## config.mk

```make
export PLATFORM = sky130hd
export DESIGN_NAME = ldr_regbank
export DESIGN_NICKNAME = d
export VERILOG_FILES = /design/src/inc/ldr_pkg.sv /design/src/hw/ldr_sync.sv /design/src/hw/ldr_nvm.sv /design/src/hw/ldr_regbank.sv
export SDC_FILE = /design/constraint.sdc
export NUM_CORES = 1
export LEC_CHECK = 0
export BUFFER_PORTS_ARGS = -buffer_cell sky130_fd_sc_hd__buf_2
export CAP_MARGIN = 20
export CORE_ASPECT_RATIO = 0.6
export CORE_MARGIN = 4
export CORE_UTILIZATION = 33
export CTS_CLUSTER_DIAMETER = 30
export DETAILED_ROUTE_END_ITERATION = 16
export PLACE_DENSITY_LB_ADDON = 0.05
export SLEW_MARGIN = 20
export SYNTH_ARGS = -nofsm -noshare
export SYNTH_HDL_FRONTEND = slang
export SYNTH_HIERARCHICAL = 1
export SYNTH_SLANG_ARGS = --single-unit
```

## constraint.sdc

```tcl
create_clock -name CLK -period 2.1 [get_ports CLK]
set_input_delay 0.315 -clock CLK [delete_from_list [all_inputs] [get_ports CLK]]
set_output_delay 0.315 -clock CLK [all_outputs]
set_load 0.005 [all_outputs]
```

## src/inc/ldr_pkg.sv

```systemverilog
package ldr_pkg;

  localparam int DW       = 8;
  localparam int STR_NUM  = 4;

  // Register offsets
  localparam logic [7:0] OFF_STR  = 8'h00;
  localparam logic [7:0] OFF_CFG  = 8'h02;
  localparam logic [7:0] OFF_FLT  = 8'h08;
  localparam logic [7:0] OFF_PEAK = 8'h0e;
  localparam logic [7:0] OFF_RSV  = 8'h10;
  localparam logic [7:0] OFF_OPT  = 8'h11;
  localparam logic [7:0] OFF_DAC1 = 8'h14;
  localparam logic [7:0] OFF_DAC2 = 8'h15;
  localparam logic [7:0] OFF_OST  = 8'h18;

  // Default values held in the nonvolatile store, and the read value of unmapped offsets
  localparam logic [7:0] RST_STR  = 8'h0f;
  localparam logic [7:0] RST_CFG  = 8'h4e;
  localparam logic [7:0] RST_FLT  = 8'h0f;
  localparam logic [7:0] RST_PEAK = 8'h7f;
  localparam logic [7:0] RST_RSV  = 8'h04;
  localparam logic [7:0] RST_OPT  = 8'h1a;
  localparam logic [7:0] RD_NONE  = 8'h00;

  // Configuration register fields
  localparam int CFG_SLEEP    = 0;
  localparam int CFG_OPT_OUT  = 1;
  localparam int CFG_OPEN     = 2;
  localparam int CFG_SHORT    = 3;
  localparam int CFG_TIMEOUT  = 6;
  localparam int CFG_FOLDBACK = 7;

  // Optimizer state register fields
  localparam int OST_OUT_LO = 3;
  localparam int OST_IGN    = 5;

  // Nonvolatile store layout
  localparam int         NVM_DEPTH = 6;
  localparam int         NVM_IW    = 3;
  localparam logic [2:0] NVM_LAST  = 3'h5;

  // Serial bus framing; address value is arbitrary
  localparam logic [6:0] DEV_ADDR  = 7'h2a;
  localparam logic [3:0] BYTE_BITS = 4'h8;
  localparam int         MSB       = 7;

  typedef enum logic [2:0] {
    B_IDLE, B_ADDR, B_ADDR_ACK, B_RX, B_RX_ACK, B_TX, B_TX_ACK
  } ldr_bus_st_t;

  typedef enum logic [1:0] {
    L_FETCH, L_STORE, L_DONE
  } ldr_ld_st_t;

endpackage : ldr_pkg

```

## src/hw/ldr_sync.sv

```systemverilog
`timescale 1ns/10ps
module ldr_sync #(
  parameter int W = 1
) (
  // Clock and control
  input  wire logic         clk,
  input  wire logic         rst_b,
  input  wire logic         ce,
  // Data
  input  wire logic [W-1:0] d,
  output logic      [W-1:0] q
);

  logic [W-1:0] meta_r;

  always_ff @(posedge clk) begin
    if (!rst_b) begin
      meta_r <= '0;
      q      <= '0;
    end else if (ce) begin
      meta_r <= d;
      q      <= meta_r;
    end
  end

endmodule : ldr_sync

```

## src/hw/ldr_nvm.sv

```systemverilog
`timescale 1ns/10ps
module ldr_nvm (
  // Clock and control
  input  wire logic                      clk,
  input  wire logic                      rst_b,
  input  wire logic                      ce,
  // Read port
  input  wire logic [ldr_pkg::NVM_IW-1:0] idx,
  output logic      [7:0]                addr_r,
  output logic      [7:0]                data_r
);

  localparam logic [7:0] ADDR_TAB [ldr_pkg::NVM_DEPTH] = '{
    ldr_pkg::OFF_STR, ldr_pkg::OFF_CFG, ldr_pkg::OFF_FLT,
    ldr_pkg::OFF_PEAK, ldr_pkg::OFF_RSV, ldr_pkg::OFF_OPT
  };
  localparam logic [7:0] DATA_TAB [ldr_pkg::NVM_DEPTH] = '{
    ldr_pkg::RST_STR, ldr_pkg::RST_CFG, ldr_pkg::RST_FLT,
    ldr_pkg::RST_PEAK, ldr_pkg::RST_RSV, ldr_pkg::RST_OPT
  };

  wire logic       in_range = (idx <= ldr_pkg::NVM_LAST);
  wire logic [7:0] addr_sel = in_range ? ADDR_TAB[idx] : ldr_pkg::OFF_STR;
  wire logic [7:0] data_sel = in_range ? DATA_TAB[idx] : ldr_pkg::RST_STR;

  always_ff @(posedge clk) begin
    if (!rst_b) begin
      addr_r <= ldr_pkg::OFF_STR;
      data_r <= ldr_pkg::RST_STR;
    end else if (ce) begin
      addr_r <= addr_sel;
      data_r <= data_sel;
    end
  end

endmodule : ldr_nvm

```

## src/hw/ldr_regbank.sv

```systemverilog
`timescale 1ns/10ps
// Behaviour
// - Power-up loads defaults from nonvolatile store
// - String switches default to 0f
// - Configuration defaults to 4e
// - Fault watch select defaults to 0f
// - Peak current level defaults to 7f
// - Optimizer control defaults to 1a
// - Chip enable high restores every default
module ldr_regbank (
  // Clock, reset, clock enable
  input  wire logic       CLK,
  input  wire logic       RST_B,
  input  wire logic       CE,
  // Chip enable pin
  input  wire logic       EN_PIN,
  // Two-wire serial bus
  input  wire logic       SCL_IN,
  input  wire logic       SDA_IN,
  output logic            SDA_OUT,
  output logic            SDA_OE,
  // Readback from optimizer logic
  input  wire logic [7:0] OPTIMIZER_DAC_ONE_READBACK,
  input  wire logic [7:0] OPTIMIZER_DAC_TWO_READBACK,
  input  wire logic       FEEDBACK_IN_IGNORE_FLAG,
  input  wire logic [1:0] OPTIMIZER_OUTCOME_BITS,
  // Control outputs
  output logic [3:0]      STRING_OUTPUT_SWITCHES,
  output logic            SLEEP_ON,
  output logic            OPTIMIZER_OUTPUT_ON,
  output logic            OPEN_DETECT_ON,
  output logic            SHORT_DETECT_ON,
  output logic            BUS_TIMEOUT_ON,
  output logic            CURRENT_FOLDBACK_ON,
  output logic [3:0]      FAULT_WATCH_SELECT,
  output logic [7:0]      PEAK_CURRENT_LEVEL,
  output logic [7:0]      OPTIMIZER_CONTROL,
  output logic            LOAD_DONE
);

  // Pin synchronisers
  logic scl_s;
  logic sda_s;
  logic en_s;
  logic scl_d;
  logic sda_d;

  ldr_sync #(.W(3)) u_sync (
    .clk   (CLK),
    .rst_b (RST_B),
    .ce    (CE),
    .d     ({SCL_IN, SDA_IN, EN_PIN}),
    .q     ({scl_s, sda_s, en_s})
  );

  always_ff @(posedge CLK) begin
    if (!RST_B) begin
      scl_d <= 1'b0;
      sda_d <= 1'b0;
    end else if (CE) begin
      scl_d <= scl_s;
      sda_d <= sda_s;
    end
  end

  wire logic scl_rise = scl_s & ~scl_d;
  wire logic scl_fall = ~scl_s & scl_d;
  wire logic bus_start = scl_s & scl_d & sda_d & ~sda_s;
  wire logic bus_stop  = scl_s & scl_d & ~sda_d & sda_s;

  // Default loader walking the nonvolatile store
  ldr_pkg::ldr_ld_st_t         ld_st_r;
  logic [ldr_pkg::NVM_IW-1:0]  ld_idx_r;
  logic                        load_done_r;
  logic [7:0]                  nvm_addr;
  logic [7:0]                  nvm_data;

  ldr_nvm u_nvm (
    .clk    (CLK),
    .rst_b  (RST_B),
    .ce     (CE),
    .idx    (ld_idx_r),
    .addr_r (nvm_addr),
    .data_r (nvm_data)
  );

  wire logic ld_last = (ld_idx_r == ldr_pkg::NVM_LAST);

  always_ff @(posedge CLK) begin
    if (!RST_B) begin
      ld_st_r     <= ldr_pkg::L_FETCH;
      ld_idx_r    <= '0;
      load_done_r <= 1'b0;
    end else if (CE) begin
      case (ld_st_r)
        ldr_pkg::L_FETCH: begin
          ld_st_r <= ldr_pkg::L_STORE;
        end
        ldr_pkg::L_STORE: begin
          ld_st_r     <= (ld_last && !en_s) ? ldr_pkg::L_DONE
                                            : ldr_pkg::L_FETCH;
          ld_idx_r    <= ld_last ? '0 : ld_idx_r + 3'h1;
          load_done_r <= ld_last && !en_s;
        end
        ldr_pkg::L_DONE: begin
          if (en_s) begin
            ld_st_r     <= ldr_pkg::L_FETCH;
            ld_idx_r    <= '0;
            load_done_r <= 1'b0;
          end
        end
        default: begin
          ld_st_r <= ldr_pkg::L_FETCH;
        end
      endcase
    end
  end

  // Serial bus slave
  ldr_pkg::ldr_bus_st_t bus_st_r, bus_st_nxt;
  logic [3:0]           cnt_r, cnt_nxt;
  logic [7:0]           rx_r, rx_nxt;
  logic [7:0]           tx_r, tx_nxt;
  logic [7:0]           ptr_r, ptr_nxt;
  logic                 ptr_seen_r, ptr_seen_nxt;
  logic                 rw_r, rw_nxt;
  logic                 nack_r, nack_nxt;
  logic                 drv_r, drv_nxt;
  logic                 bus_wr;
  logic [7:0]           rd_data;

  wire logic byte_in = (cnt_r == ldr_pkg::BYTE_BITS);

  always_comb begin
    bus_st_nxt   = bus_st_r;
    cnt_nxt      = cnt_r;
    rx_nxt       = rx_r;
    tx_nxt       = tx_r;
    ptr_nxt      = ptr_r;
    ptr_seen_nxt = ptr_seen_r;
    rw_nxt       = rw_r;
    nack_nxt     = nack_r;
    drv_nxt      = drv_r;
    bus_wr       = 1'b0;
    if (bus_start) begin
      bus_st_nxt = ldr_pkg::B_ADDR;
      cnt_nxt    = '0;
      drv_nxt    = 1'b0;
    end else if (bus_stop) begin
      bus_st_nxt = ldr_pkg::B_IDLE;
      drv_nxt    = 1'b0;
    end else begin
      case (bus_st_r)
        ldr_pkg::B_IDLE: begin
          drv_nxt = 1'b0;
        end
        ldr_pkg::B_ADDR, ldr_pkg::B_RX: begin
          if (scl_rise) begin
            rx_nxt  = {rx_r[ldr_pkg::MSB-1:0], sda_s};
            cnt_nxt = cnt_r + 4'h1;
          end else if (scl_fall && byte_in) begin
            if (bus_st_r == ldr_pkg::B_ADDR) begin
              if (rx_r[ldr_pkg::MSB:1] == ldr_pkg::DEV_ADDR) begin
                rw_nxt       = rx_r[0];
                ptr_seen_nxt = 1'b0;
                drv_nxt      = 1'b1;
                bus_st_nxt   = ldr_pkg::B_ADDR_ACK;
              end else begin
                bus_st_nxt = ldr_pkg::B_IDLE;
              end
            end else begin
              if (!ptr_seen_r) begin
                ptr_nxt      = rx_r;
                ptr_seen_nxt = 1'b1;
              end else begin
                bus_wr  = 1'b1;
                ptr_nxt = ptr_r + 8'h01;
              end
              drv_nxt    = 1'b1;
              bus_st_nxt = ldr_pkg::B_RX_ACK;
            end
          end
        end
        ldr_pkg::B_ADDR_ACK, ldr_pkg::B_RX_ACK: begin
          if (scl_fall) begin
            cnt_nxt = '0;
            if (bus_st_r == ldr_pkg::B_ADDR_ACK && rw_r) begin
              tx_nxt     = rd_data;
              drv_nxt    = ~rd_data[ldr_pkg::MSB];
              ptr_nxt    = ptr_r + 8'h01;
              bus_st_nxt = ldr_pkg::B_TX;
            end else begin
              drv_nxt    = 1'b0;
              bus_st_nxt = ldr_pkg::B_RX;
            end
          end
        end
        ldr_pkg::B_TX: begin
          if (scl_rise) begin
            cnt_nxt = cnt_r + 4'h1;
          end else if (scl_fall) begin
            if (byte_in) begin
              drv_nxt    = 1'b0;
              bus_st_nxt = ldr_pkg::B_TX_ACK;
            end else begin
              tx_nxt  = {tx_r[ldr_pkg::MSB-1:0], 1'b0};
              drv_nxt = ~tx_r[ldr_pkg::MSB-1];
            end
          end
        end
        ldr_pkg::B_TX_ACK: begin
          if (scl_rise) begin
            nack_nxt = sda_s;
          end else if (scl_fall) begin
            cnt_nxt = '0;
            if (nack_r) begin
              drv_nxt    = 1'b0;
              bus_st_nxt = ldr_pkg::B_IDLE;
            end else begin
              tx_nxt     = rd_data;
              drv_nxt    = ~rd_data[ldr_pkg::MSB];
              ptr_nxt    = ptr_r + 8'h01;
              bus_st_nxt = ldr_pkg::B_TX;
            end
          end
        end
        default: begin
          bus_st_nxt = ldr_pkg::B_IDLE;
          drv_nxt    = 1'b0;
        end
      endcase
    end
  end

  always_ff @(posedge CLK) begin
    if (!RST_B) begin
      bus_st_r   <= ldr_pkg::B_IDLE;
      cnt_r      <= '0;
      rx_r       <= '0;
      tx_r       <= '0;
      ptr_r      <= '0;
      ptr_seen_r <= 1'b0;
      rw_r       <= 1'b0;
      nack_r     <= 1'b0;
      drv_r      <= 1'b0;
    end else if (CE) begin
      bus_st_r   <= bus_st_nxt;
      cnt_r      <= cnt_nxt;
      rx_r       <= rx_nxt;
      tx_r       <= tx_nxt;
      ptr_r      <= ptr_nxt;
      ptr_seen_r <= ptr_seen_nxt;
      rw_r       <= rw_nxt;
      nack_r     <= nack_nxt;
      drv_r      <= drv_nxt;
    end
  end

  // Register write path: loader has priority, bus locked out meanwhile
  logic [7:0] str_r, cfg_r, flt_r, peak_r, rsv_r, opt_r;

  wire logic       ld_wr   = (ld_st_r == ldr_pkg::L_STORE);
  wire logic       host_wr = bus_wr & load_done_r & ~en_s;
  wire logic       wr_en   = ld_wr | host_wr;
  wire logic [7:0] wr_addr = ld_wr ? nvm_addr : ptr_r;
  wire logic [7:0] wr_data = ld_wr ? nvm_data : rx_r;

  // Only writable offsets decode; read-only ones have no enable
  wire logic we_str  = wr_en & (wr_addr == ldr_pkg::OFF_STR);
  wire logic we_cfg  = wr_en & (wr_addr == ldr_pkg::OFF_CFG);
  wire logic we_flt  = wr_en & (wr_addr == ldr_pkg::OFF_FLT);
  wire logic we_peak = wr_en & (wr_addr == ldr_pkg::OFF_PEAK);
  wire logic we_rsv  = wr_en & (wr_addr == ldr_pkg::OFF_RSV);
  wire logic we_opt  = wr_en & (wr_addr == ldr_pkg::OFF_OPT);
  wire logic any_we  = we_str | we_cfg | we_flt | we_peak | we_rsv | we_opt;

  always_ff @(posedge CLK) begin
    if (!RST_B) begin
      str_r  <= ldr_pkg::RST_STR;
      cfg_r  <= ldr_pkg::RST_CFG;
      flt_r  <= ldr_pkg::RST_FLT;
      peak_r <= ldr_pkg::RST_PEAK;
      rsv_r  <= ldr_pkg::RST_RSV;
      opt_r  <= ldr_pkg::RST_OPT;
    end else if (CE) begin
      if (we_str)  str_r  <= wr_data;
      if (we_cfg)  cfg_r  <= wr_data;
      if (we_flt)  flt_r  <= wr_data;
      if (we_peak) peak_r <= wr_data;
      if (we_rsv)  rsv_r  <= wr_data;
      if (we_opt)  opt_r  <= wr_data;
    end
  end

  // Read selection
  wire logic [7:0] ost_byte =
    (8'(FEEDBACK_IN_IGNORE_FLAG) << ldr_pkg::OST_IGN) |
    (8'(OPTIMIZER_OUTCOME_BITS) << ldr_pkg::OST_OUT_LO);

  assign rd_data =
    (ptr_r == ldr_pkg::OFF_STR)  ? str_r  :
    (ptr_r == ldr_pkg::OFF_CFG)  ? cfg_r  :
    (ptr_r == ldr_pkg::OFF_FLT)  ? flt_r  :
    (ptr_r == ldr_pkg::OFF_PEAK) ? peak_r :
    (ptr_r == ldr_pkg::OFF_RSV)  ? rsv_r  :
    (ptr_r == ldr_pkg::OFF_OPT)  ? opt_r  :
    (ptr_r == ldr_pkg::OFF_DAC1) ? OPTIMIZER_DAC_ONE_READBACK :
    (ptr_r == ldr_pkg::OFF_DAC2) ? OPTIMIZER_DAC_TWO_READBACK :
    (ptr_r == ldr_pkg::OFF_OST)  ? ost_byte : ldr_pkg::RD_NONE;

  // Outputs
  assign SDA_OUT                = 1'b0;
  assign SDA_OE                 = drv_r;
  assign STRING_OUTPUT_SWITCHES = str_r[ldr_pkg::STR_NUM-1:0];
  assign SLEEP_ON               = cfg_r[ldr_pkg::CFG_SLEEP];
  assign OPTIMIZER_OUTPUT_ON    = cfg_r[ldr_pkg::CFG_OPT_OUT];
  assign OPEN_DETECT_ON         = cfg_r[ldr_pkg::CFG_OPEN];
  assign SHORT_DETECT_ON        = cfg_r[ldr_pkg::CFG_SHORT];
  assign BUS_TIMEOUT_ON         = cfg_r[ldr_pkg::CFG_TIMEOUT];
  assign CURRENT_FOLDBACK_ON    = cfg_r[ldr_pkg::CFG_FOLDBACK];
  assign FAULT_WATCH_SELECT     = flt_r[ldr_pkg::STR_NUM-1:0];
  assign PEAK_CURRENT_LEVEL     = peak_r;
  assign OPTIMIZER_CONTROL      = opt_r;
  assign LOAD_DONE              = load_done_r;
endmodule : ldr_regbank

```

==> key figures, run 1 <==
Timing
  • Max-slew violations: 0
  • Worst clock skew on the final layout: around 0.012 ns
  • Time the worst path needs with I/O delays and setup: slightly above 2 ns
  • Total of endpoints with negative setup slack in the final report: 0
  • Maximum clock rate: 0.488 GHz
  • Portion of the clock cycle consumed by the worst path in the final layout: 0.975
  • Total negative slack: 0 ns
  • Final-layout worst hold slack: approximately 0.23 ns
  • Final Hold Fails: 0
  • RSZ-0062 raised after global routing: yes

Critical path
  • Crit path max fanout: 5
  • Internal reg-to-reg setup slack: slightly above 0.05 ns
  • Data required time of the worst path: approximately 2.3 ns
  • Source of the worst register-to-register timing path: ptr_r[7]$_SDFFE_PN0P_
  • Worst R2R End: str_r[1]$_SDFFE_PN1P_
  • Reg2reg path depth: 7
  • Worst Path Arrival: around 2.3 ns
  • Worst Setup Start Kind: flip-flop
  • Worst setup path category: flip-flop to flip-flop
  • Element type at the critical path end: flip-flop

Worst hold path
  • Hold path startpoint: EN_PIN
  • Cell count of the worst hold path: 3
  • Worst min-delay path category: input pin to flip-flop
  • WHS Endpoint: u_sync/meta_r[0]$_SDFFE_PN0P_

Floorplan
  • Vert. Die Dim: approximately 110 µm
  • Number of I/O pins: 58
  • Core box area: 17300 µm²
  • Row count: 37
  • Initial standard-cell utilization of the core: 0.339
  • Horiz. Die Dim: between 150 and 200 µm
  • Full die area: 20100 µm²

Synthesis
  • Yosys synthesis warning count: 6
  • Gate Count Post-Synth: around 720
  • Synth unique cells: 69
  • Post-Synthesis Cell Area: 5880 µm²
  • Flip-flop cell with the highest count after synthesis: sky130_fd_sc_hd__dfxtp_1
  • Post-synth ARST share: 0
  • Mean cell area of the mapped netlist: approximately 8.1 µm²
  • EDFF count, synth: 0
  • Number of register bits inferred by synthesis: 105
  • Sequential-to-total area share from yosys stat: 0.358

Clocking
  • TritonCTS sink count: 105
  • CTS Root Cell: sky130_fd_sc_hd__clkbuf_16
  • TritonCTS clock tree: built
  • Number of buffers created by CTS: 9
  • Register clock-pin slew on the reported worst setup and hold paths: 0.08 ns
  • Worst-case clock buffer depth: 2
  • Number of H-tree levels: 3
  • Clock Latency Late Sink: around 0.36 ns

Layout
  • Filler cell count: approximately 1800
  • Antenna fix cells: 0
  • Top library cells by usage in the layout, fill and taps aside: sky130_fd_sc_hd__buf_4, sky130_fd_sc_hd__dfxtp_1, sky130_fd_sc_hd__nor2_1
  • Number of nets at the end of the flow: about 870
  • Growth of design area from synthesis to finish: 26.4%
  • Most common library cell in the layout ignoring fill and taps: sky130_fd_sc_hd__buf_4
  • Share of layout cells above drive strength 1: 0.293
  • Post-route design area: around 7400 µm²
  • Layout Utilization: 0.429

Power and ir drop
  • Overall Power: around 4.1 mW
  • Power density cells: around 550 nW/µm²
  • Worst VDD drop: a little over 0.3 mV
  • Static Leakage: between 2 and 3 nW

Global route
  • Largest net degree at the start of global routing: 31
  • Antenna violations before repair: 0
  • Total global routing overflow: 0
  • Wire length of the first global-routing pass: 32600 µm
  • Total global routing track utilization: 0.206
  • Number of global-route vias before repair: between 5000 and 6000

Status
  • Outcome: finished clean

Detailed routing
  • Number of detailed-routing iterations run before antenna repair: 5
  • Via count: 5824
  • Overall routed net length: around 21000 µm
  • Number of nets with antenna violations after routing: 0
  • Average wire per standard cell: 19.7 µm
  • First DRT Iteration DRCs: between 400 and 500
  • Drc violations: 0
  • Vias per cell: 5.42

Placed design
  • Last weighted congestion value of the routability-driven placer: ~0.97
  • Post-detailed-placement half-perimeter wirelength: 16100 µm
  • Placed instance area: between 6000 and 7000 µm²
  • Total of buffers placed on input and output ports: 56

Flow run
  • Number of max-capacitance violations reported: 0
==> flip-flops by register name, indices dropped and copies added (netlist names), 2 cells and up <==
signal,flops
flt_r,8
rx_r,8
cfg_r,8
ptr_r,8
u_sync/meta_r,3
u_sync/q,3
rsv_r,8
bus_st_r,3
OPTIMIZER_CONTROL,8
str_r,8
ld_idx_r,3
ld_st_r,2
u_nvm/addr_r,5
PEAK_CURRENT_LEVEL,8
tx_r,7
cnt_r,4
u_nvm/data_r,4
==> worst max-delay path, stage by stage, from the launching register on <==
cell and delay [ns]:
sky130_fd_sc_hd__dfxtp_1 0.32, sky130_fd_sc_hd__or4_4 0.57, sky130_fd_sc_hd__nor2_4 0.10, sky130_fd_sc_hd__buf_6 0.11
sky130_fd_sc_hd__a21oi_1 0.06, sky130_fd_sc_hd__or3_4 0.41, sky130_fd_sc_hd__buf_2 0.21, sky130_fd_sc_hd__mux2i_1 0.13
==> how the worst max path moves through the flow <==
stage | endpoint | slack [ns] | depth (start not counted) | from
4_1_cts | tx_r[3]$_SDFFE_PN0P_ | 0.006 | 8 | ptr_r[7]$_SDFFE_PN0P_
5_1_grt | str_r[6]$_SDFFE_PN0P_ | -0.03 | 8 | ptr_r[7]$_SDFFE_PN0P_
2_1_floorplan | tx_r[3]$_SDFFE_PN0P_ | 0.06 | 9 | ptr_r[0]$_SDFFE_PN0P_
3_5_place_dp | tx_r[1]$_SDFFE_PN0P_ | -0.09 | 9 | ptr_r[0]$_SDFFE_PN0P_
3_3_place_gp | tx_r[1]$_SDFFE_PN0P_ | -0.07 | 9 | ptr_r[0]$_SDFFE_PN0P_
6_report | str_r[1]$_SDFFE_PN1P_ | 0.05 | 7 | ptr_r[7]$_SDFFE_PN0P_
==> logic make-up (layout without fill, tap and decap cells) <==
logic type / count (synthesis) / after routing / share of synthesized area
multiplexers: 65 / 65 / 0.112
AND/OR/NAND/NOR: 296 / 296 / 0.264
buffers and inverters: 85 / 200 / 0.0743
AO/OA/AOI/OAI: 161 / 161 / 0.174
XOR/XNOR: 3 / 3 / 0.00447
other: 2 / 5 / 0.00128
adder cells (fa/ha/maj): 6 / 6 / 0.0128
flip-flops: 105 / 105 / 0.358
==> through the flow <==
step / setup slack [ns] / std cells
after floorplan: 0.0584 / 726
after global placement: -0.0663 / 1052
after detailed placement: -0.0912 / 1052
after CTS: 0.00550 / 1068
after global routing: -0.0274 / 1075
final: 0.0517 / 1075
==> area by class of cell <==
cell class              instances  area (µm²)  share of cell area
clock inverters                 6        73.8             0.00994
flip-flops and latches        105        2120               0.285
multi-input cells             536        3480               0.469
clock buffers                  10         239              0.0322
repair buffers                166        1150               0.155
well taps                     234         293              0.0394
inverters                      18        67.6             0.00910
==> cell usage after synthesis, drive strengths merged, types with 16 or more instances <==
| library cell | instances | area, µm² |
|---|---|---|
| buf | 41 | 272 |
| nor2 | 80 | 303 |
| o21ai | 33 | 165 |
| nor2b | 16 | 100 |
| mux2i | 60 | 601 |
| nand2 | 61 | 229 |
| dfxtp | 105 | 2100 |
| inv | 18 | 67.6 |
| nand3 | 27 | 135 |
| a21oi | 51 | 255 |
| clkbuf | 26 | 97.6 |
| nor3 | 31 | 155 |
==> what timing repair did <==
action / in CTS / in global routing
resized for setup: 10 / 45
endpoints found under the hold margin: 0 / 0
cloned: 0 / 1
buffers inserted: 0 / 6
pin swaps: 1 / 12
endpoints found under the setup margin: 22 / 53
hold buffers: 0 / 0
==> where the power goes <==
group | leakage (nW) | internal [mW] | switching (mW)
Clock | 0.147 | 0.976 | 0.876
Sequential | 0.853 | 2.00 | 0.0155
Combinational | 1.89 | 0.0942 | 0.144
==> metal layers <==
layer,global-route usage,routed length [µm],vias to the layer above,share of wire
li1,-,-,2794,-
met1,0.332,11400,2858,0.54
met2,0.279,8240,153,0.39
met3,0.0431,1370,19,0.065
met4,0.0383,233,0,0.011
met5,0,0,-,0
No activity file was read; power rests on OpenSTA's default activity.
==> run 2: changes to the inputs <==
- CTS_BUF_LIST: not set -> sky130_fd_sc_hd__clkbuf_8 sky130_fd_sc_hd__clkbuf_16
- PLACE_DENSITY: not set -> 0.62
- PLACE_DENSITY_LB_ADDON: 0.05 -> not set
==> run 2 against run 1 <==
Against the previous run: the flow now finishes with violations (negative setup slack); critical path depth rose by 4; non-clock buffer count rose by 15; critical endpoint is now OPTIMIZER_CONTROL[4]$_SDFFE_PN1P_; die area did not move; count of clock-buffer cells in the layout did not move; sequential share of layout area fell by 1.1 points; register-to-register slack got worse by 0.11 ns; sequential power barely moved; clock power fell by 8%; power fell by 3.4%; final area rose by 3.7%; wire length fell by 8.6%; critical path type unchanged; setup slack got worse by 0.11 ns.
==> key figures, run 2 (same netlist as run 1, synthesis figures left out) <==
Placed design
  • Post-detailed-placement half-perimeter wirelength: 14200 µm
  • Placed instance area: 7000 µm²
  • Total of buffers placed on input and output ports: 56
  • Last weighted congestion value of the routability-driven placer: roughly 0.95
  • Placed insts: roughly 1100

Layout
  • Most common library cell in the layout ignoring fill and taps: sky130_fd_sc_hd__buf_4
  • Growth of design area from synthesis to finish: 31.0%
  • Number of nets at the end of the flow: between 800 and 900
  • Antenna fix cells: 0
  • Post-route design area: 7700 µm²
  • FF/Latch Area: between 2000 and 2500 µm²
  • Top library cells by usage in the layout, fill and taps aside: sky130_fd_sc_hd__buf_4, sky130_fd_sc_hd__dfxtp_1, sky130_fd_sc_hd__nor2_1
  • Footprint of the multi-input gates: roughly 3700 µm²
  • Share of layout cells above drive strength 1: 0.320
  • Filler cell count: around 1700
  • Layout Utilization: 0.445
  • Non-filler instance count after layout: 1090

Critical path
  • Worst Path Arrival: ~2.4 ns
  • Critical Path Most Common Cell: sky130_fd_sc_hd__buf_4
  • Crit path max fanout: 4
  • Element type at the critical path end: flip-flop
  • Worst Setup Start Kind: flip-flop
  • Data required time of the worst path: between 2 and 2.5 ns
  • Reg2reg path depth: 11
  • Worst R2R End: OPTIMIZER_CONTROL[4]$_SDFFE_PN1P_
  • Cell chain of the critical path: inv_2 > ha_4 > nand3b_1 > nor4_4 > buf_4 > o21ai_4 > nor4_2 > buf_4 > buf_6 > mux2i_1 > nand2_1
  • Source of the worst register-to-register timing path: cnt_r[0]$_SDFFE_PN0P_
  • Worst setup path category: flip-flop to flip-flop
  • Highest-delay cell along the critical path: sky130_fd_sc_hd__dfxtp_2
  • Internal reg-to-reg setup slack: -0.06 ns
  • Max incr delay on CP: between 0.3 and 0.4 ns

Clocking
  • Count of hold-fix buffers inserted at cts: 0
  • Number of H-tree levels: 3
  • TritonCTS sink count: between 100 and 150
  • Number of buffers created by CTS: 9
  • Worst-case clock buffer depth: 2
  • Clock Latency Late Sink: 0.35 ns
  • TritonCTS clock tree: built
  • CTS Root Cell: sky130_fd_sc_hd__clkbuf_16
  • Register clock-pin slew on the reported worst setup and hold paths: approximately 0.070 ns

Global route
  • Antenna violations before repair: 0
  • Total global routing track utilization: 0.185
  • Wire length of the first global-routing pass: between 30000 and 40000 µm
  • Largest net degree at the start of global routing: 68
  • Number of global-route vias before repair: around 5300
  • Total global routing overflow: 0

Detailed routing
  • Overall routed net length: about 19000 µm
  • Number of detailed-routing iterations run before antenna repair: 6
  • Vias per cell: roughly 5.4
  • Drc violations: 0
  • Number of nets with antenna violations after routing: 0
  • Via count: approximately 5900
  • Average wire per standard cell: approximately 18 µm
  • First DRT Iteration DRCs: between 600 and 700

Worst hold path
  • Hold path startpoint: EN_PIN
  • Worst min-delay path category: input pin to flip-flop
  • WHS Endpoint: u_sync/meta_r[0]$_SDFFE_PN0P_
  • Cell count of the worst hold path: 3

Floorplan
  • Number of I/O pins: slightly below 60
  • Row count: 37
  • Initial standard-cell utilization of the core: 0.339
  • Full die area: between 20000 and 25000 µm²
  • Vert. Die Dim: between 100 and 150 µm
  • Horiz. Die Dim: 180 µm
  • Core box area: approximately 17000 µm²

Timing
  • Maximum clock rate: between 0.4 and 0.5 GHz
  • Portion of the clock cycle consumed by the worst path in the final layout: 1.03
  • Final Hold Fails: 0
  • RSZ-0062 raised after global routing: yes
  • Time the worst path needs with I/O delays and setup: ~2.2 ns
  • Max-slew violations: 0
  • Setup ws final: -0.0597 ns
  • Worst clock skew on the final layout: 0.0132 ns
  • Total of endpoints with negative setup slack in the final report: 10

Status
  • Violations in the final reports: negative setup slack
  • Outcome: complete, but fails checks

Power and ir drop
  • Power density cells: between 500 and 600 nW/µm²
  • Static Leakage: between 3 and 4 nW
  • Worst VDD drop: about 0.34 mV

Flow run
  • Number of max-capacitance violations reported: 0
## run 2: cell types whose count changed in the layout (fill, tap and decap cells not counted), moves of 3 or more
| cell | change |
|---|---|
| sky130_fd_sc_hd__buf_4 | +9 |
| sky130_fd_sc_hd__buf_6 | +6 |
| sky130_fd_sc_hd__dfxtp_1 | +6 |
| sky130_fd_sc_hd__o21ai_0 | -6 |
| sky130_fd_sc_hd__dfxtp_2 | -5 |
| sky130_fd_sc_hd__inv_1 | +5 |
| sky130_fd_sc_hd__o21ai_1 | +4 |
| sky130_fd_sc_hd__nand3_1 | -3 |
| sky130_fd_sc_hd__nand3_2 | +3 |
## run 2: repair_timing
action,CTS,global route
resized for setup,29,65
hold endpoints to repair,0,0
buffers inserted,1,4
pin swaps,6,18
cloned,1,1
endpoints found under the setup margin,40,48
## run 2: where the power goes
group / total (mW) / internal (mW) / switching (mW)
Clock: 1.70 / 0.942 / 0.756
Sequential: 2.02 / 2.00 / 0.0140
Combinational: 0.252 / 0.101 / 0.151
## run 2: area by class of cell
cell class,count,area share
Clock buffer,10,0.0311
Clock inverter,6,0.00667
Multi-Input combinational cell,536,0.475
Tap cell,234,0.0380
Sequential cell,105,0.274
Inverter,18,0.00878
Timing Repair Buffer,181,0.167
## run 2: metal layers
layer | up-vias | global-route usage | wire (µm)
li1 | 2828 | - | -
met1 | 2832 | 0.305 | 10300
met2 | 212 | 0.238 | 7540
met3 | 13 | 0.0454 | 1440
met4 | 0 | 0.0292 | 117
met5 | - | 0 | 0
## run 2: through the flow
| step | hold slack [ns] | setup TNS (ns) | power, mW | setup WS (ns) |
|---|---|---|---|---|
| after floorplan | 0.430 | 0 | 2.21 | 0.0584 |
| after global placement | 0.444 | -3.45 | 2.29 | -0.184 |
| after detailed placement | 0.456 | -5.90 | 2.29 | -0.290 |
| after CTS | 0.227 | -0.0242 | 3.98 | -0.0242 |
| after global routing | 0.238 | -2.23 | 4.09 | -0.169 |
| final | 0.228 | -0.235 | 3.97 | -0.0597 |
## run 2: worst max-delay path, delay by kind of cell (launching register included)
kind	cells	cell delay, ns
muxes	1	0.18
buffers and inverters	4	0.57
DFF	1	0.33
adders and majority gates	1	0.13
AOI/OAI and AO/OA	1	0.07
and+or+nand+nor	4	0.73
## run 2: worst max-delay path by stage
| stage | from | slack [ns] | end | depth (start not counted) |
|---|---|---|---|---|
| global route | cnt_r[0]$_SDFFE_PN0P_ | -0.17 | OPTIMIZER_CONTROL[4]$_SDFFE_PN1P_ | 11 |
| finish | cnt_r[0]$_SDFFE_PN0P_ | -0.06 | OPTIMIZER_CONTROL[4]$_SDFFE_PN1P_ | 11 |
| detailed placement | cnt_r[0]$_SDFFE_PN0P_ | -0.29 | OPTIMIZER_CONTROL[4]$_SDFFE_PN1P_ | 10 |
| CTS | ptr_r[0]$_SDFFE_PN0P_ | -0.02 | tx_r[3]$_SDFFE_PN0P_ | 9 |
| global placement | ptr_r[0]$_SDFFE_PN0P_ | -0.18 | tx_r[3]$_SDFFE_PN0P_ | 9 |
| floorplan | ptr_r[0]$_SDFFE_PN0P_ | 0.06 | tx_r[3]$_SDFFE_PN0P_ | 9 |
==> run 3: changes to the inputs <==
- ABC_AREA: not set -> 1
- CTS_CLUSTER_SIZE: not set -> 40
==> run 3 against run 2 <==
Against the previous run: the flow now finishes without violations; final area decreased by 11%; synthesized area decreased by 3.0%; fmax increased by 6.9%; combinational power increased to 9.0 times the previous value; sequential share of layout area increased by 3.5 points; sequential cell count unchanged; hold slack improved by 0.011 ns; clock skew about the same; register-to-register slack improved by 0.14 ns; critical path type unchanged.
==> key figures, run 3 <==
Synthesis
  • Post-synth ARST share: 0
  • Count leader, synth: sky130_fd_sc_hd__nand2_1
  • Gate Count Post-Synth: about 820
  • Sequential-to-total area share from yosys stat: 0.369
  • EDFF count, synth: 0
  • Synth unique cells: between 50 and 60
  • Post-Synthesis Cell Area: approximately 5700 µm²
  • Top cell type's share of synthesized area: 0.369
  • Biggest area contributors in the synthesized netlist: sky130_fd_sc_hd__dfxtp_1, sky130_fd_sc_hd__nand2_1, sky130_fd_sc_hd__a21oi_1
  • Yosys synthesis warning count: 6
  • Biggest area consumer among synthesized cells: sky130_fd_sc_hd__dfxtp_1
  • Number of register bits inferred by synthesis: between 100 and 150
  • Mean cell area of the mapped netlist: between 6 and 7 µm²
  • Ranking of synthesized cells by instance count: sky130_fd_sc_hd__nand2_1, sky130_fd_sc_hd__dfxtp_1, sky130_fd_sc_hd__nor2_1, sky130_fd_sc_hd__a21oi_1, sky130_fd_sc_hd__inv_1
  • Flip-flop cell with the highest count after synthesis: sky130_fd_sc_hd__dfxtp_1

Detailed routing
  • Via count: between 5000 and 6000
  • Routed length on met1: between 8000 and 9000 µm
  • Detail Route met3 WL: approximately 1700 µm
  • Overall routed net length: 17100 µm
  • Highest routed layer: met4
  • Detail Route met2 WL: about 6500 µm
  • First DRT Iteration DRCs: around 560
  • Drc violations: 0
  • Number of detailed-routing iterations run before antenna repair: 5
  • Vias per cell: between 5 and 6
  • Average wire per standard cell: 15.1 µm
  • Number of nets with antenna violations after routing: 0

Clocking
  • Number of H-tree levels: 3
  • CTS Root Cell: sky130_fd_sc_hd__clkbuf_16
  • Clock Latency Late Sink: about 0.36 ns
  • TritonCTS sink count: roughly 110
  • TritonCTS clock tree: built
  • Worst-case clock buffer depth: 2
  • Number of buffers created by CTS: 9
  • Count of hold-fix buffers inserted at cts: 0
  • Register clock-pin slew on the reported worst setup and hold paths: roughly 0.080 ns

Worst hold path
  • Worst min-delay path category: input pin to flip-flop
  • Hold path startpoint: SCL_IN
  • WHS Endpoint: u_sync/meta_r[2]$_SDFFE_PN0P_
  • Cell count of the worst hold path: 5

Floorplan
  • Vert. Die Dim: approximately 110 µm
  • Initial standard-cell utilization of the core: 0.344
  • Horiz. Die Dim: ~180 µm
  • Core box area: between 15000 and 20000 µm²
  • Number of I/O pins: 58
  • Row count: 36
  • Full die area: about 20000 µm²

Layout
  • Top library cells by usage in the layout, fill and taps aside: sky130_fd_sc_hd__nand2_1, sky130_fd_sc_hd__dfxtp_1, sky130_fd_sc_hd__nor2_1
  • Number of nets at the end of the flow: ~930
  • Layout Utilization: 0.412
  • Growth of design area from synthesis to finish: 19.9%
  • Footprint of the multi-input gates: roughly 3100 µm²
  • Antenna fix cells: 0
  • Share of layout cells above drive strength 1: 0.235
  • Most common library cell in the layout ignoring fill and taps: sky130_fd_sc_hd__nand2_1
  • Filler cell count: 1758
  • FF/Latch Area: approximately 2100 µm²
  • Non-filler instance count after layout: 1131
  • Post-route design area: roughly 6800 µm²

Critical path
  • Worst Path Buf+Inv: 3
  • Critical Path Most Common Cell: sky130_fd_sc_hd__inv_2
  • Worst R2R End: rsv_r[0]$_SDFFE_PN0P_
  • Highest-delay cell along the critical path: sky130_fd_sc_hd__dfxtp_1
  • Reg2reg path depth: 11
  • Kind of cell adding the most delay to the critical path: simple AND/OR/NAND/NOR gates
  • Source of the worst register-to-register timing path: ld_st_r[1]$_SDFFE_PN0P_
  • Crit path max fanout: 18
  • Element type at the critical path end: flip-flop
  • Worst setup path category: flip-flop to flip-flop
  • Worst Setup Start Kind: flip-flop
  • Data required time of the worst path: 2.35 ns
  • Internal reg-to-reg setup slack: approximately 0.081 ns
  • Max incr delay on CP: around 0.35 ns
  • Cell chain of the critical path: inv_2 > nand2_8 > inv_2 > nand2_1 > o21ai_2 > or2_4 > nor3_4 > nand3_4 > buf_4 > o21ai_0 > a21oi_1
  • Worst Path Arrival: about 2.3 ns

Timing
  • Maximum clock rate: about 0.5 GHz
  • Max-slew violations: 0
  • Max-Slew Margin vs Limit: 0.619
  • Setup ws final: about 0.08 ns
  • RSZ-0062 raised after global routing: yes
  • Time the worst path needs with I/O delays and setup: 2.02 ns
  • Total of endpoints with negative setup slack in the final report: 0
  • Worst clock skew on the final layout: roughly 0.013 ns
  • Slew at the pin with the worst max-slew slack: 0.566 ns
  • Portion of the clock cycle consumed by the worst path in the final layout: 0.962
  • Total negative slack: 0 ns
  • Final-layout worst hold slack: 0.239 ns
  • Final Hold Fails: 0

Flow run
  • Number of max-capacitance violations reported: 0

Global route
  • Wire length of the first global-routing pass: 26800 µm
  • Number of global-route vias before repair: between 4000 and 5000
  • Total global routing overflow: 0
  • Total global routing track utilization: 0.174
  • Largest net degree at the start of global routing: between 50 and 60
  • Antenna violations before repair: 0

Power and ir drop
  • Static Leakage: 2.96 nW
  • Overall Power: roughly 6.3 mW
  • Worst VDD drop: 0.448 mV
  • Power density cells: ~920 nW/µm²

Placed design
  • Placed insts: between 1000 and 1500
  • Total of buffers placed on input and output ports: 56
  • Placed instance area: ~6300 µm²
  • Last weighted congestion value of the routability-driven placer: a little over 0.9
  • Post-detailed-placement half-perimeter wirelength: between 10000 and 15000 µm
  • Pre-CTS worst setup slack: roughly 0.017 ns

Status
  • Outcome: finished clean
run 3: worst max-delay path by stage:
stage	from	to	slack, ns	depth (start not counted)
6_report	ld_st_r[1]$_SDFFE_PN0P_	rsv_r[0]$_SDFFE_PN0P_	0.08	11
5_1_grt	ld_st_r[1]$_SDFFE_PN0P_	rsv_r[0]$_SDFFE_PN0P_	-0.03	11
4_1_cts	ld_st_r[1]$_SDFFE_PN0P_	PEAK_CURRENT_LEVEL[7]$_SDFFE_PN0P_	0.003	9
3_5_place_dp	ld_st_r[1]$_SDFFE_PN0P_	rsv_r[1]$_SDFFE_PN0P_	0.02	11
3_3_place_gp	ld_st_r[1]$_SDFFE_PN0P_	PEAK_CURRENT_LEVEL[7]$_SDFFE_PN0P_	-0.01	9
2_1_floorplan	cnt_r[0]$_SDFFE_PN0P_	PEAK_CURRENT_LEVEL[5]$_SDFFE_PN1P_	0.12	12
run 3: cell families after synthesis:
kind of cell / Yosys count / synth area share
DFF: 105 / 0.369
xor gates and xnor gates: 2 / 0.00307
and+or+nand+nor: 362 / 0.286
buffers and inverters: 141 / 0.113
AOI/OAI and AO/OA: 202 / 0.209
other: 2 / 0.00132
muxes: 3 / 0.00527
adders and majority gates: 6 / 0.0132
run 3: area by class of cell:
type                    count  area share
multi-input cells         581       0.450
flip-flops and latches    105       0.309
repair buffers            103      0.0969
inverters                  97      0.0566
well taps                 228      0.0418
clock buffers               9      0.0330
clock inverters             7      0.0121
repair inverters            1     0.00110
run 3: power breakdown:
part | switching, mW | internal [mW] | leakage [nW]
logic | 1.50 | 0.772 | 1.96
clock network | 0.827 | 0.947 | 0.151
registers | 0.131 | 2.12 | 0.853
run 3: per-layer routing:
| metal | track usage | vias to the layer above |
|---|---|---|
| li1 | - | 2874 |
| met1 | 0.274 | 2608 |
| met2 | 0.234 | 239 |
| met3 | 0.0491 | 8 |
| met4 | 0.0259 | 0 |
| met5 | 0 | - |
run 3: tightest hold or removal path, delay by kind of cell:
family	cells	cell delay, ns
simple gates	3	0.15
buf+inv	2	0.10
run 3: timing repair:
| item | CTS | global route |
|---|---|---|
| pin swaps | 0 | 9 |
| endpoints found under the setup margin | 2 | 63 |
| buffers inserted | 0 | 8 |
| gates resized for setup | 1 | 44 |
| cloned | 0 | 2 |
